<file path="src/rtl/sdd_pkg.sv">
// constants, types and decode functions for the segment display driver
package sdd_pkg;

  // ---------------------------------------------------------------
  // register indices (byte address is four times the index)
  // ---------------------------------------------------------------
  localparam logic [7:0] SDD_CTRL_INDEX  = 8'h1E;
  localparam logic [7:0] SDD_STAT_INDEX  = 8'h1F;
  localparam logic [7:0] SDD_SEG_FIRST   = 8'h54;
  localparam logic [7:0] SDD_SEG_LAST    = 8'h67;
  localparam int         SDD_SEG_BYTES   = 20;
  localparam int         SDD_FP_COUNT    = 40;
  localparam int         SDD_BP_COUNT    = 4;
  localparam int         SDD_ADDR_LSB    = 2;
  localparam int         SDD_INDEX_MSB   = 9;

  // ---------------------------------------------------------------
  // control register fields and reset value
  // ---------------------------------------------------------------
  localparam int         SDD_WAIT_GATE_BIT = 7;
  localparam int         SDD_FSEL_HI_BIT   = 6;
  localparam int         SDD_FSEL_LO_BIT   = 5;
  localparam int         SDD_INT_V_BIT     = 4;
  localparam int         SDD_HALVE_BIT     = 3;
  localparam int         SDD_MUX_HI_BIT    = 2;
  localparam int         SDD_MUX_LO_BIT    = 1;
  localparam int         SDD_EXT_V_BIT     = 0;
  localparam logic [7:0] SDD_CTRL_RESET    = 8'h00;

  // ---------------------------------------------------------------
  // frame divider exponents per frequency select code
  // ---------------------------------------------------------------
  localparam int         SDD_EXP_F00 = 16;
  localparam int         SDD_EXP_F10 = 15;
  localparam int         SDD_EXP_F01 = 14;
  localparam int         SDD_EXP_F11 = 9;
  localparam logic [4:0] SDD_SLOT_SHIFT_2BP  = 5'h02;
  localparam logic [4:0] SDD_SLOT_SHIFT_34BP = 5'h03;
  localparam int         SDD_CNT_W = 18;

  // ---------------------------------------------------------------
  // drive level codes, V0 lowest to V3 highest
  // ---------------------------------------------------------------
  localparam logic [1:0] SDD_LVL_V0 = 2'h0;
  localparam logic [1:0] SDD_LVL_V1 = 2'h1;
  localparam logic [1:0] SDD_LVL_V2 = 2'h2;
  localparam logic [1:0] SDD_LVL_V3 = 2'h3;

  typedef enum logic [1:0] {
    SDD_MODE_2BP_HALF,
    SDD_MODE_3BP,
    SDD_MODE_4BP,
    SDD_MODE_2BP_THIRD
  } sdd_mode_t;

  function automatic sdd_mode_t sdd_mode_of(input logic [1:0] mux);
    unique case (mux)
      2'h0: sdd_mode_of = SDD_MODE_2BP_HALF;
      2'h1: sdd_mode_of = SDD_MODE_3BP;
      2'h2: sdd_mode_of = SDD_MODE_4BP;
      2'h3: sdd_mode_of = SDD_MODE_2BP_THIRD;
    endcase
  endfunction : sdd_mode_of

  function automatic logic [2:0] sdd_planes_of(input sdd_mode_t mode);
    unique case (mode)
      SDD_MODE_3BP: sdd_planes_of = 3'h3;
      SDD_MODE_4BP: sdd_planes_of = 3'h4;
      default:      sdd_planes_of = 3'h2;
    endcase
  endfunction : sdd_planes_of

endpackage : sdd_pkg

</file>
<file path="src/rtl/sdd_ctrl.sv">
// segment display driver: register slave, segment memory and drive
//
// Contract
// - 8-bit control register with six fields
// - gate bit stops four peripherals in WAIT
// - core timer, first timer, tone generator, display keep running
// - frequency select sets frame divider exponent
// - internal voltage bit enables display and generator
// - extra halve bit halves frame rate
// - multiplex bits choose backplanes and bias
// - external voltage bit connects chain to pin
// - display stays active in WAIT when enabled
// - STOP disables display, outputs discharge
// - display on when either voltage bit set
// - 20-byte segment memory, read and write
// - fixed backplanes, data-built frontplanes each frame
module sdd_ctrl
  import sdd_pkg::*;
#(
  parameter int P_EXP_F00 = SDD_EXP_F00,
  parameter int P_EXP_F10 = SDD_EXP_F10,
  parameter int P_EXP_F01 = SDD_EXP_F01,
  parameter int P_EXP_F11 = SDD_EXP_F11
) (
  input  wire logic        i_clock,
  input  wire logic        i_sys_rst,
  input  wire logic        i_hsel,
  input  wire logic [31:0] i_haddr,
  input  wire logic [1:0]  i_htrans,
  input  wire logic        i_hwrite,
  input  wire logic [2:0]  i_hsize,
  input  wire logic [31:0] i_hwdata,
  input  wire logic        i_hready,
  input  wire logic        i_wait_mode,
  input  wire logic        i_stop_mode,
  output logic [31:0]      o_hrdata,
  output logic             o_hreadyout,
  output logic             o_hresp,
  output logic             o_periph_wait_off,
  output logic             o_internal_gen_on,
  output logic             o_external_pin_on,
  output logic             o_display_en,
  output logic [7:0]       o_backplane_lvl,
  output logic [79:0]      o_frontplane_lvl
);

  // ---------------------------------------------------------------
  // bus slave: every transfer takes one wait state
  // ---------------------------------------------------------------
  logic [7:0]  ctrl_q;
  logic [7:0]  seg_q [SDD_SEG_BYTES];
  logic        dph_q;
  logic        dwr_q;
  logic        dmap_q;
  logic [7:0]  didx_q;
  logic        hreadyout_q;
  logic [31:0] hrdata_q;
  logic        hresp_q;

  logic        accept_w;
  logic        wr_now_w;
  logic        hit_ctrl_w;
  logic        hit_stat_w;
  logic        hit_seg_w;
  logic [4:0]  seg_idx_w;
  logic [7:0]  stat_w;
  logic [31:0] rdata_w;

  // hsize is not decoded: only whole-word single transfers are used
  assign accept_w   = i_hsel && i_htrans[1] && i_hready;
  assign hit_ctrl_w = dmap_q && (didx_q == SDD_CTRL_INDEX);
  assign hit_stat_w = dmap_q && (didx_q == SDD_STAT_INDEX);
  assign hit_seg_w  = dmap_q && (didx_q >= SDD_SEG_FIRST)
                             && (didx_q <= SDD_SEG_LAST);
  assign seg_idx_w  = 5'(didx_q - SDD_SEG_FIRST);
  assign wr_now_w   = dph_q && dwr_q;
  assign rdata_w    = hit_ctrl_w ? {24'h000000, ctrl_q} :
                      hit_stat_w ? {24'h000000, stat_w} :
                      hit_seg_w  ? {24'h000000, seg_q[seg_idx_w]} :
                                   32'h00000000;

  always_ff @(posedge i_clock) begin
    if (i_sys_rst) begin
      dph_q       <= 1'b0;
      dwr_q       <= 1'b0;
      dmap_q      <= 1'b0;
      didx_q      <= 8'h00;
      hreadyout_q <= 1'b1;
      hrdata_q    <= 32'h00000000;
      hresp_q     <= 1'b0;
    end else begin
      dph_q       <= accept_w;
      hreadyout_q <= !accept_w;
      if (accept_w) begin
        dwr_q  <= i_hwrite;
        dmap_q <= (i_haddr[31:SDD_INDEX_MSB+1] == '0);
        didx_q <= i_haddr[SDD_INDEX_MSB:SDD_ADDR_LSB];
      end
      if (dph_q) begin
        hrdata_q <= dwr_q ? 32'h00000000 : rdata_w;
      end
    end
  end

  // ---------------------------------------------------------------
  // control register and segment memory
  // ---------------------------------------------------------------
  always_ff @(posedge i_clock) begin
    if (i_sys_rst) begin
      ctrl_q <= SDD_CTRL_RESET;
    end else if (wr_now_w && hit_ctrl_w) begin
      ctrl_q <= i_hwdata[7:0];
    end
  end

  // segment memory keeps its contents through reset, like plain RAM
  always_ff @(posedge i_clock) begin
    if (wr_now_w && hit_seg_w) begin
      seg_q[seg_idx_w] <= i_hwdata[7:0];
    end
  end

  // ---------------------------------------------------------------
  // mode and frame rate decode
  // ---------------------------------------------------------------
  sdd_mode_t    mode_w;
  logic [2:0]   planes_w;
  logic [4:0]   base_exp_w;
  logic [4:0]   shift_w;
  logic         disp_en_w;
  logic [1:0]   slot_w;
  logic         half_w;
  logic [159:0] seg_flat_w;
  logic [7:0]   bp_w;
  logic [79:0]  fp_w;

  assign mode_w = sdd_mode_of({ctrl_q[SDD_MUX_HI_BIT],
                               ctrl_q[SDD_MUX_LO_BIT]});
  assign planes_w = sdd_planes_of(mode_w);

  function automatic logic [4:0] fsel_exp(input logic [1:0] fsel);
    unique case (fsel)
      2'h0: fsel_exp = 5'(P_EXP_F00);
      2'h2: fsel_exp = 5'(P_EXP_F10);
      2'h1: fsel_exp = 5'(P_EXP_F01);
      2'h3: fsel_exp = 5'(P_EXP_F11);
    endcase
  endfunction : fsel_exp

  // a half-slot is the frame over 2*planes; 3 planes run 4/3 faster
  assign base_exp_w = fsel_exp({ctrl_q[SDD_FSEL_HI_BIT],
                                ctrl_q[SDD_FSEL_LO_BIT]});
  assign shift_w    = base_exp_w
                    - ((planes_w == 3'h2) ? SDD_SLOT_SHIFT_2BP
                                          : SDD_SLOT_SHIFT_34BP)
                    + {4'h0, ctrl_q[SDD_HALVE_BIT]};

  // wait is not looked at here, so the display runs through WAIT
  assign disp_en_w = (ctrl_q[SDD_INT_V_BIT] || ctrl_q[SDD_EXT_V_BIT])
                  && !i_stop_mode;
  assign stat_w    = {3'h0, half_w, slot_w, i_stop_mode, o_display_en};

  genvar b;
  generate
    for (b = 0; b < SDD_SEG_BYTES; b++) begin : g_flat
      assign seg_flat_w[b*8 +: 8] = seg_q[b];
    end
  endgenerate

  sdd_frame_gen u_frame (
    .i_clock   (i_clock),
    .i_sys_rst (i_sys_rst),
    .i_run     (disp_en_w),
    .i_shift   (shift_w),
    .i_slots   (planes_w),
    .o_slot    (slot_w),
    .o_half    (half_w),
    .o_tick    ()
  );

  sdd_wave_gen u_wave (
    .i_en      (disp_en_w),
    .i_mode    (mode_w),
    .i_slot    (slot_w),
    .i_half    (half_w),
    .i_seg     (seg_flat_w),
    .o_bp_lvl  (bp_w),
    .o_fp_lvl  (fp_w)
  );

  // ---------------------------------------------------------------
  // registered outputs
  // ---------------------------------------------------------------
  always_ff @(posedge i_clock) begin
    if (i_sys_rst) begin
      o_periph_wait_off <= 1'b0;
      o_internal_gen_on <= 1'b0;
      o_external_pin_on <= 1'b0;
      o_display_en      <= 1'b0;
      o_backplane_lvl   <= 8'h00;
      o_frontplane_lvl  <= 80'h0;
    end else begin
      // only SPI, SCI, second timer and converter are gated; core timer,
      // first timer, tone_melody_generator and display are not
      o_periph_wait_off <= i_wait_mode && ctrl_q[SDD_WAIT_GATE_BIT];
      o_internal_gen_on <= ctrl_q[SDD_INT_V_BIT] && !i_stop_mode;
      o_external_pin_on <= ctrl_q[SDD_EXT_V_BIT];
      o_display_en      <= disp_en_w;
      o_backplane_lvl   <= bp_w;
      o_frontplane_lvl  <= fp_w;
    end
  end

  assign o_hrdata    = hrdata_q;
  assign o_hreadyout = hreadyout_q;
  assign o_hresp     = hresp_q;
endmodule : sdd_ctrl

</file>
<file path="src/rtl/sdd_frame_gen.sv">
// frame divider: half-slot ticks and slot/half phase of the frame
module sdd_frame_gen
  import sdd_pkg::*;
(
  input  wire logic       i_clock,
  input  wire logic       i_sys_rst,
  input  wire logic       i_run,
  input  wire logic [4:0] i_shift,
  input  wire logic [2:0] i_slots,
  output logic [1:0]      o_slot,
  output logic            o_half,
  output logic            o_tick
);

  logic [SDD_CNT_W-1:0] cnt_q;
  logic [SDD_CNT_W-1:0] cnt_d;
  logic [SDD_CNT_W-1:0] limit_w;
  logic [1:0]           slot_q;
  logic [1:0]           slot_d;
  logic                 half_q;
  logic                 last_slot_w;
  logic                 wrap_w;

  // ---------------------------------------------------------------
  // divider; >= so a smaller shift never strands the count
  // ---------------------------------------------------------------
  assign limit_w     = (SDD_CNT_W'(1) << i_shift) - SDD_CNT_W'(1);
  assign o_tick      = i_run && (cnt_q >= limit_w);
  assign cnt_d       = o_tick ? '0 : cnt_q + SDD_CNT_W'(1);
  assign last_slot_w = ({1'b0, slot_q} + 3'h1) >= i_slots;
  assign wrap_w      = o_tick && half_q && last_slot_w;
  assign slot_d      = !half_q ? slot_q : (last_slot_w ? 2'h0 : slot_q + 2'h1);
  assign o_slot      = slot_q;
  assign o_half      = half_q;

  always_ff @(posedge i_clock) begin
    if (i_sys_rst || !i_run) begin
      cnt_q  <= '0;
      slot_q <= 2'h0;
      half_q <= 1'b0;
    end else begin
      cnt_q <= cnt_d;
      if (o_tick) begin
        half_q <= !half_q;
        slot_q <= slot_d;
      end
    end
  end

  // ---------------------------------------------------------------
  // frame length check: 2 * slots half-slots of 2^shift cycles
  // ---------------------------------------------------------------
  logic [SDD_CNT_W+2:0] frame_cnt_q;
  logic                 settled_q;
  logic [SDD_CNT_W+2:0] frame_len_w;
  logic [4:0]           shift_q;
  logic [2:0]           slots_q;
  logic                 chg_w;

  assign frame_len_w = ((SDD_CNT_W + 3)'(i_slots) << 1) << i_shift;
  assign chg_w       = (i_shift != shift_q) || (i_slots != slots_q);

  // last setting seen, so a change restarts the length check
  always_ff @(posedge i_clock) begin
    shift_q <= i_shift;
    slots_q <= i_slots;
  end

  always_ff @(posedge i_clock) begin
    if (i_sys_rst || !i_run || chg_w) begin
      frame_cnt_q <= '0;
      settled_q   <= 1'b0;
    end else if (wrap_w) begin
      frame_cnt_q <= '0;
      settled_q   <= 1'b1;
    end else begin
      frame_cnt_q <= frame_cnt_q + (SDD_CNT_W + 3)'(1);
    end
  end
endmodule : sdd_frame_gen

</file>
<file path="src/rtl/sdd_wave_gen.sv">
// backplane and frontplane drive levels for the current frame phase
module sdd_wave_gen
  import sdd_pkg::*;
(
  input  wire logic        i_en,
  input  wire sdd_mode_t   i_mode,
  input  wire logic [1:0]  i_slot,
  input  wire logic        i_half,
  input  wire logic [159:0] i_seg,
  output logic [7:0]       o_bp_lvl,
  output logic [79:0]      o_fp_lvl
);

  logic       third_w;
  logic [2:0] planes_w;

  assign third_w  = (i_mode != SDD_MODE_2BP_HALF);
  assign planes_w = sdd_planes_of(i_mode);

  // selected plane swings full scale, polarity flips each half
  function automatic logic [1:0] swing(input logic half);
    swing = half ? SDD_LVL_V0 : SDD_LVL_V3;
  endfunction : swing

  // ---------------------------------------------------------------
  // backplanes: fixed per mode, never looks at segment data
  // ---------------------------------------------------------------
  genvar k;
  generate
    for (k = 0; k < SDD_BP_COUNT; k++) begin : g_bp
      assign o_bp_lvl[2*k +: 2] =
        (!i_en || (3'(k) >= planes_w)) ? SDD_LVL_V0 :
        (i_slot == 2'(k))              ? swing(i_half) :
        (third_w && i_half)            ? SDD_LVL_V2 : SDD_LVL_V1;
    end
  endgenerate

  // ---------------------------------------------------------------
  // frontplanes: 'on' opposes the selected backplane for full drive
  // ---------------------------------------------------------------
  genvar j;
  generate
    for (j = 0; j < SDD_FP_COUNT; j++) begin : g_fp
      logic on_w;
      assign on_w = i_seg[(j/2)*8 + (j%2)*4 + int'(i_slot)];
      assign o_fp_lvl[2*j +: 2] =
        !i_en   ? SDD_LVL_V0 :
        on_w    ? swing(!i_half) :
        third_w ? (i_half ? SDD_LVL_V1 : SDD_LVL_V2) : swing(i_half);
    end
  endgenerate

endmodule : sdd_wave_gen

</file>
<file path="config.mk">
export PLATFORM = sky130hd
export DESIGN_NAME = sdd_ctrl
export DESIGN_NICKNAME = d
export VERILOG_FILES = /design/src/rtl/sdd_pkg.sv /design/src/rtl/sdd_ctrl.sv /design/src/rtl/sdd_frame_gen.sv /design/src/rtl/sdd_wave_gen.sv
export SDC_FILE = /design/constraint.sdc
export NUM_CORES = 1
export LEC_CHECK = 0
export BUFFER_PORTS_ARGS = -buffer_cell sky130_fd_sc_hd__clkbuf_2
export CORE_MARGIN = 4
export CORE_UTILIZATION = 50
export DETAILED_ROUTE_END_ITERATION = 16
export PLACE_DENSITY = 0.73
export RECOVER_POWER = 50
export SKIP_LAST_GASP = 1
export SLEW_MARGIN = 10
export SYNTH_ARGS = -nofsm -noshare
export SYNTH_HDL_FRONTEND = slang
export SYNTH_SLANG_ARGS = --single-unit
</file>
<file path="constraint.sdc">
create_clock -name i_clock -period 6.1 [get_ports i_clock]
set_input_delay 1.22 -clock i_clock [delete_from_list [all_inputs] [get_ports i_clock]]
set_output_delay 1.22 -clock i_clock [all_outputs]
set_load 0.1 [all_outputs]
</file>
=== Word-level counts from Yosys, hierarchy flattened ===
Memory sizes are Yosys's and may differ from the RTL's.
Cells that the tools add are included.

* Register bits after elaboration: 165
* Memory bits (writable): 160
* Input port bits: 76
* Output and inout port bits: 126
* Logic and storage cells: 345
* Memories kept: 1

* $add $sub $neg: 46
* Magnitude comparators: 48
* Eq/ne operators: 14
* Shift operators: 1
* Mux-type cells: 179
* Bitwise operators: 1
* Reductions and logical operators: 36

{| class="wikitable"
|+ Memories
! name !! words !! width !! rd ports !! clocked after Yosys merged registers in !! wr ports !! RTL line !! RTL
|-
| seg_q || 20 || 8 || 21 || 0 || 1 || sdd_ctrl.sv:51 || <nowiki>logic [7:0] seg_q [SDD_SEG_BYTES];</nowiki>
|}

{| class="wikitable"
|+ Operators by type and width
! kind !! number
|-
| less-than comparator 32 x 10 -> 1 bit (second input constant) || 39
|-
| binary-select mux 1 bit (select 8 bit) || 39
|-
| adder 7 x 2 -> 8 bit (first input constant) || 16
|-
| two-way mux 2 bit || 50
|-
| two-way mux 1 bit || 82
|-
| adder 8 x 2 -> 9 bit (first input constant) || 8
|-
| adder 6 x 2 -> 7 bit (first input constant) || 8
|-
| two-way mux 8 bit || 4
|-
| adder 5 x 2 -> 6 bit (first input constant) || 4
|-
| logical NOT 22 bit || 1
|-
| one-hot mux 5 bit (4 select lines) || 1
|-
| adder 18 x 1 -> 18 bit (second input constant) || 1
|-
| >= comparator 18 bit || 1
|-
| << shifter 1 x 5 -> 18 bit (first input constant) || 1
|-
| subtractor 18 x 2 -> 18 bit (second input constant) || 1
|-
| == test 8 x 5 -> 1 bit (second input constant) || 2
|-
| == test 2 bit (second input constant) || 7
|-
| logical AND 1 bit || 14
|-
| OR reduction 2 bit || 6
|-
| adder 4 x 2 -> 5 bit (first input constant) || 2
|-
| less-than comparator 2 x 9 -> 1 bit (second input constant) || 1
|-
| == test 2 x 1 -> 1 bit (second input constant) || 4
|-
| >= comparator 8 x 7 -> 1 bit (second input constant) || 1
|-
| <= comparator 8 x 7 -> 1 bit (second input constant) || 1
|-
| other kinds (19) || 31
|}

=== Depth between registers and ports, before layout ===
* Depth after elaboration: 13
* Mapped depth: 26
* Gate-level depth less buffers: 25

=== Modules after synthesis ===
From an unflattened synthesis, not the netlist that was laid out.

* Cell total of the unflattened synthesis: 1438
* Area total of the unflattened synthesis: 18954.4 sq um

{| class="wikitable"
|+ By module, submodules not included
! module !! instances !! cells each !! area an instance (sq um) !! seq. area each (sq um)
|-
| sdd_ctrl || 1 || 835 || 14196.1 || 10089.7
|-
| sdd_wave_gen || 1 || 395 || 3135.5 || 0.0
|-
| sdd_frame_gen || 1 || 208 || 1622.8 || 420.4
|}

=== Worst setup path after synthesis ===
Ideal clock, no wire load.

* Path type: register to register
* From: register ctrl_q[1]
* To: register u_frame.cnt_q[10]
* Setup time: 0.065 ns
* Data arrival time: 4.911 ns
* Data required time: 6.035 ns
* Setup slack: 1.124 ns
* Cell stages (with the launch flop): 23
* Path buffers: 1
* Clock period less this slack: 4.976 ns
* Cells stage by stage: dfxtp_1 -> inv_1 -> ha_1 -> ha_1 -> inv_1 -> ha_1 -> fa_1 -> xor2_1 -> nand2b_1 -> or4_1 -> ha_1 -> clkinv_1 -> nor2_1 -> a32oi_1 -> a2bb2oi_1 -> ha_1 -> a41oi_1 -> o21ai_0 -> a221oi_1 -> a2bb2oi_1 -> nand2_1 -> clkbuf_1 -> nor2_1

* Word-level cells in the longest chain between the ends: 13
* Elaborated cells between the ends (all ways): 17
* Those cells by class: 3 x add/sub; 1 x order compare; 6 x eq/ne; 1 x shift; 3 x mux; 3 x reduce/logical

{| class="wikitable"
|+ Ends and longest elaborated chain
! what !! RTL line !! RTL
|-
| start: declaration || sdd_ctrl.sv:50 || <nowiki>logic [7:0] ctrl_q;</nowiki>
|-
| start signal: assignment || sdd_ctrl.sv:112 || <nowiki>ctrl_q <= i_hwdata[7:0];</nowiki>
|-
| == test 2 bit (tied with other cells) || sdd_pkg.sv:57 || <nowiki>unique case (mux)</nowiki>
|-
| one-hot mux 2 bit (4 select lines) (*) || sdd_pkg.sv:57 ||
|-
| == test 2 bit or == test 2 x 1 -> 1 bit (tied branches) || sdd_pkg.sv:66 || <nowiki>unique case (mode)</nowiki>
|-
| one-hot mux 3 bit (2 select lines) (*) || sdd_pkg.sv:66 ||
|-
| == test 3 x 2 -> 1 bit (*) || sdd_ctrl.sv:154 || <nowiki>- ((planes_w == 3'h2) ? SDD_SLOT_SHIFT_2BP</nowiki>
|-
| two-way mux 1 bit (*) || sdd_ctrl.sv:154 ||
|-
| subtractor 5 x 2 -> 5 bit (*) || sdd_ctrl.sv:154 ||
|-
| adder 5 x 1 -> 5 bit (*) || sdd_ctrl.sv:156 || <nowiki>+ {4'h0, ctrl_q[SDD_HALVE_BIT]};</nowiki>
|-
| << shifter 1 x 5 -> 18 bit (*) || sdd_frame_gen.sv:27 || <nowiki>assign limit_w = (SDD_CNT_W'(1) << i_shift) - SDD_CNT_W'(1);</nowiki>
|-
| subtractor 18 x 2 -> 18 bit (*) || sdd_frame_gen.sv:27 ||
|-
| >= comparator 18 bit (*) || sdd_frame_gen.sv:28 || <nowiki>assign o_tick = i_run && (cnt_q >= limit_w);</nowiki>
|-
| logical AND 1 bit (*) || sdd_frame_gen.sv:28 ||
|-
| OR reduction 2 bit (no source line) (*) || -- ||
|-
| end signal: assignment || sdd_frame_gen.sv:42 || <nowiki>cnt_q <= cnt_d;</nowiki>
|-
| end: declaration || sdd_frame_gen.sv:15 || <nowiki>logic [SDD_CNT_W-1:0] cnt_q;</nowiki>
|}

Mark *: on every way between the ends. The rest lies on a longest branch, timed or not.
A chain may end at the register's enable or synchronous reset.

=== Worst setup path in the final report ===
* From: register ctrl_q[2]
* To: register u_frame.cnt_q[15]

The elaborated chain is that of the path after synthesis.

==> key figures <==
Outcome
  – Status: finished with violations
  – Failing checks: capacitance limit, slew limit

Global routing
  – Initial antenna violation count: 1
  – Largest net degree at the start of global routing: 55
  – Total congestion overflow: 0
  – First-pass GRT wire length: 62870 µm
  – Number of global-route vias before repair: 10.57k
  – Total track usage: 0.2107

Yosys
  – Mapped Cells: 1217
  – Yosys reg bits: 397
  – Post-synth top area share: 0.4458
  – Syn Area/Cell: 14.17 µm²
  – Synth Flop Type: edfxtp_1
  – Register area share after synthesis: 0.6095
  – Post-synth top cells: 256 x edfxtp_1, 184 x nor2_1, 141 x dfxtp_1, 105 x mux4_2, 53 x mux2i_1
  – Top-count cell post-synth: edfxtp_1
  – Asr flop ratio synth: 0
  – Distinct cells, synth: 57
  – Post-synth EDFFs: 256
  – Synth warn: 0
  – Top cell type by total area after synthesis: edfxtp_1
  – Mapped cell area: 17240 µm²
  – Synth top area cells: edfxtp_1 45%, dfxtp_1 16%, mux4_2 14%

Floorplanning
  – Die width: 193.7 µm
  – Num rows: 67
  – Num ports: 202
  – Die area: 37520 µm²
  – Initial Utilization: 0.5104
  – Die Y: 193.7 µm
  – Core footprint: 33780 µm²

Layout
  – # nets final: 1463
  – Synth-to-layout area growth: 12.79%
  – Share of post-route cells with drive strength above 1: 0.1876
  – Antenna diodes: 0

Setup path
  – Critical path origin: ctrl_q[2]
  – CP startpoint kind: register
  – Critical Path Fanout Max: 17
  – Worst-path cell chain: inv_1 -> ha_1 -> ha_1 -> inv_1 -> ha_1 -> fa_1 -> nor2_1 -> nand2_1 -> ha_1 -> clkinv_1 -> nor2_1 -> nand2_1 -> nand4_1 -> o21ai_0 -> a22oi_1 -> ha_1 -> nand3_1 -> o221ai_1 -> a221oi_1 -> a2bb2oi_2 -> nand2_1 -> buf_4 -> nor2_1
  – Setup CP Type: reg -> reg
  – Buf+Inv Stages, Crit Path: 4
  – Worst R2R Start: ctrl_q[2]
  – Crit path arrival time: 5.94 ns
  – R2r endpoint: u_frame.cnt_q[15]
  – Crit-path slowest cell: fa_1
  – Reg2reg setup slack: 0.64 ns
  – CP most frequent cell: ha_1
  – Crit-path leading delay family: adder cells
  – Critical Path RT: 6.58 ns
  – CP Capture Type: register
  – Number of cells on the worst reg-to-reg path: 23
  – Worst stage delay on the critical path: 0.82 ns

Power
  – Power share of the combinational group: 0.038
  – Clk pwr share: 0.443
  – Sw frac: 0.2177
  – P_leak: 6.643 nW
  – PnR Total Power: 5.534 mW
  – Power per standard cell area: 284.6 nW/µm²
  – Int Pwr: 4.329 mW
  – VDD IR max: 0.1809 mV
  – Seq pwr share: 0.519
  – Net switching power: 1.205 mW

Timing
  – Setup Viol. Count Final: 0
  – Max_slew headroom: -0.3290
  – Slew @ Worst Pin: 1.993 ns
  – RSZ-0062 raised after global routing: false
  – Final slew viol count: 327
  – Final Cycle Share: 0.8949
  – Fin crit period: 5.459 ns
  – Hold Fails Final Rpt: 0
  – Peak Freq: 183.2 MHz
  – Setup TNS: 0 ns
  – Final Skew: 0.01912 ns

CTS
  – CTS tree: yes
  – Clk buf depth: 3
  – CTS Buf Count: 41
  – Setup Buffers After CTS: 0
  – H-tree levels: 2
  – Clk pin slew, worst setup/hold paths: 0.06 ns
  – Clk sinks: 397
  – Root Driver: clkbuf_16
  – Worst-Skew Late Latency: 0.55 ns

Min path
  – Hold endpoint: dmap_q
  – Hold Crit Depth: 2
  – Hold Path Class: reg -> reg
  – Worst min-delay path startpoint: dmap_q

Route
  – Via/cell ratio: 5.937
  – Remaining antenna violation count: 0
  – 1st-pass router iterations: 7
  – Drt total wl: 40640 µm
  – 1st-iter DRT viols: 1161
  – DRC: 0
  – DR vias: 10.82k
  – Post-DR wirelength/cell: 22.29 µm

Run
  – Max Cap Viol: 9

Placed design
  – I/O Buffers: 146
  – Final GP Congestion: 0.8514
  – Dpl hpwl: 26610 µm
registers in the layout, indices dropped and copies added (netlist names), 2 cells and up:
register and cells:
o_hrdata 8, o_backplane_lvl 8, ctrl_q 8, o_frontplane_lvl 80, u_frame.cnt_q 18, seg_q 256, didx_q 8, u_frame.o_slot 2
worst reg2reg max path: stages, from the launching register on:
cell and delay (ns):
dfxtp_1 0.43, inv_1 0.09, ha_1 0.31, ha_1 0.29, inv_1 0.04, ha_1 0.20, fa_1 0.82, nor2_1 0.21
nand2_1 0.14, ha_1 0.28, clkinv_1 0.27, nor2_1 0.20, nand2_1 0.08, nand4_1 0.09, o21ai_0 0.09, a22oi_1 0.22
ha_1 0.28, nand3_1 0.13, o221ai_1 0.14, a221oi_1 0.34, a2bb2oi_2 0.34, nand2_1 0.09, buf_4 0.20, nor2_1 0.13
how the worst max path moves through the flow:
stage,endpoint,cells after the start,slack (ns)
final,u_frame.cnt_q[15],23,0.64
after CTS,u_frame.cnt_q[10],23,0.57
after global routing,u_frame.cnt_q[3],22,0.18
after floorplan,u_frame.cnt_q[10],22,1.12
after global placement,u_frame.cnt_q[17],23,0.66
after detailed placement,u_frame.cnt_q[15],23,0.60
area by class of cell:
cell class              count  area (µm²)
clock inverters            12       103.9
inverters                  24       90.09
clock buffers              64        1244
repair buffers            157       714.4
well taps                 448       560.5
flip-flops and latches    397       10520
fillers                  2647       14340
multi-input cells         721        6217
power by group through the flow:
stage / Sequential, mW / Clock [mW] / Combinational (mW)
6_report: 2.87 / 2.45 / 0.213
5_1_grt: 2.87 / 2.61 / 0.223
4_1_cts: 2.87 / 2.49 / 0.211
3_5_place_dp: 2.93 / 0 / 0.211
3_3_place_gp: 2.93 / 0 / 0.209
2_1_floorplan: 2.92 / 0 / 0.157
per-stage QoR:
step                instance area [µm²]  hold WS [ns]  setup slack [ns]    util  instances
global route                      19450        0.5034            0.1796  0.5756       1823
finish                            19450        0.4520            0.6408  0.5756       1823
CTS                               19540        0.4624            0.5738  0.5784       1823
detailed placement                18190        0.4497            0.6033  0.5385       1747
floorplan                         17330        0.4173             1.124       -       1241
global placement                  18190        0.4402            0.6633  0.5385       1747
layer usage:
layer,GRT usage,vias up,share of wire
met5,0,-,0.00032
met4,0.07422,2,0.033
met3,0.05404,99,0.092
met2,0.3387,553,0.48
met1,0.2816,5326,0.40
li1,-,4844,-
kinds of logic (layout without fill, tap and decap cells):
| logic type | count (synthesis) | in the layout | synth area share |
|---|---|---|---|
| DFF | 397 | 397 | 0.6095 |
| and+or+nand+nor | 318 | 318 | 0.08207 |
| muxes | 159 | 159 | 0.1686 |
| AOI/OAI and AO/OA | 150 | 150 | 0.05878 |
| buffers and inverters | 123 | 257 | 0.03548 |
| adders and majority gates | 46 | 46 | 0.03367 |
| xor gates and xnor gates | 23 | 23 | 0.01168 |
| other | 1 | 25 | 0.0002175 |
layout by cell type, fill, tap and decap left out, types with 10 or more instances in the layout:
cell type	netlist	layout
nor4_1	13	13
clkbuf_16	0	44
buf_4	28	11
dfxtp_1	141	137
xor2_1	13	13
inv_1	22	22
nor3_1	10	10
nand3_1	20	20
o22ai_1	24	24
conb_1	1	25
nor2_1	184	184
clkbuf_2	0	70
a211oi_1	43	43
xnor2_1	10	10
nand4_1	10	10
ha_1	44	44
nand2_1	40	40
clkbuf_1	43	89
nor2b_1	11	11
edfxtp_1	256	256
o21ai_0	17	17
a21oi_1	25	25
mux4_2	105	105
mux2i_1	53	53
repair_timing:
item / in CTS / in global routing
hold buffers: 0 / 0
resized for setup: 0 / 1
endpoints found under the setup margin: 0 / 6
No activity file was read; power rests on OpenSTA's default activity.
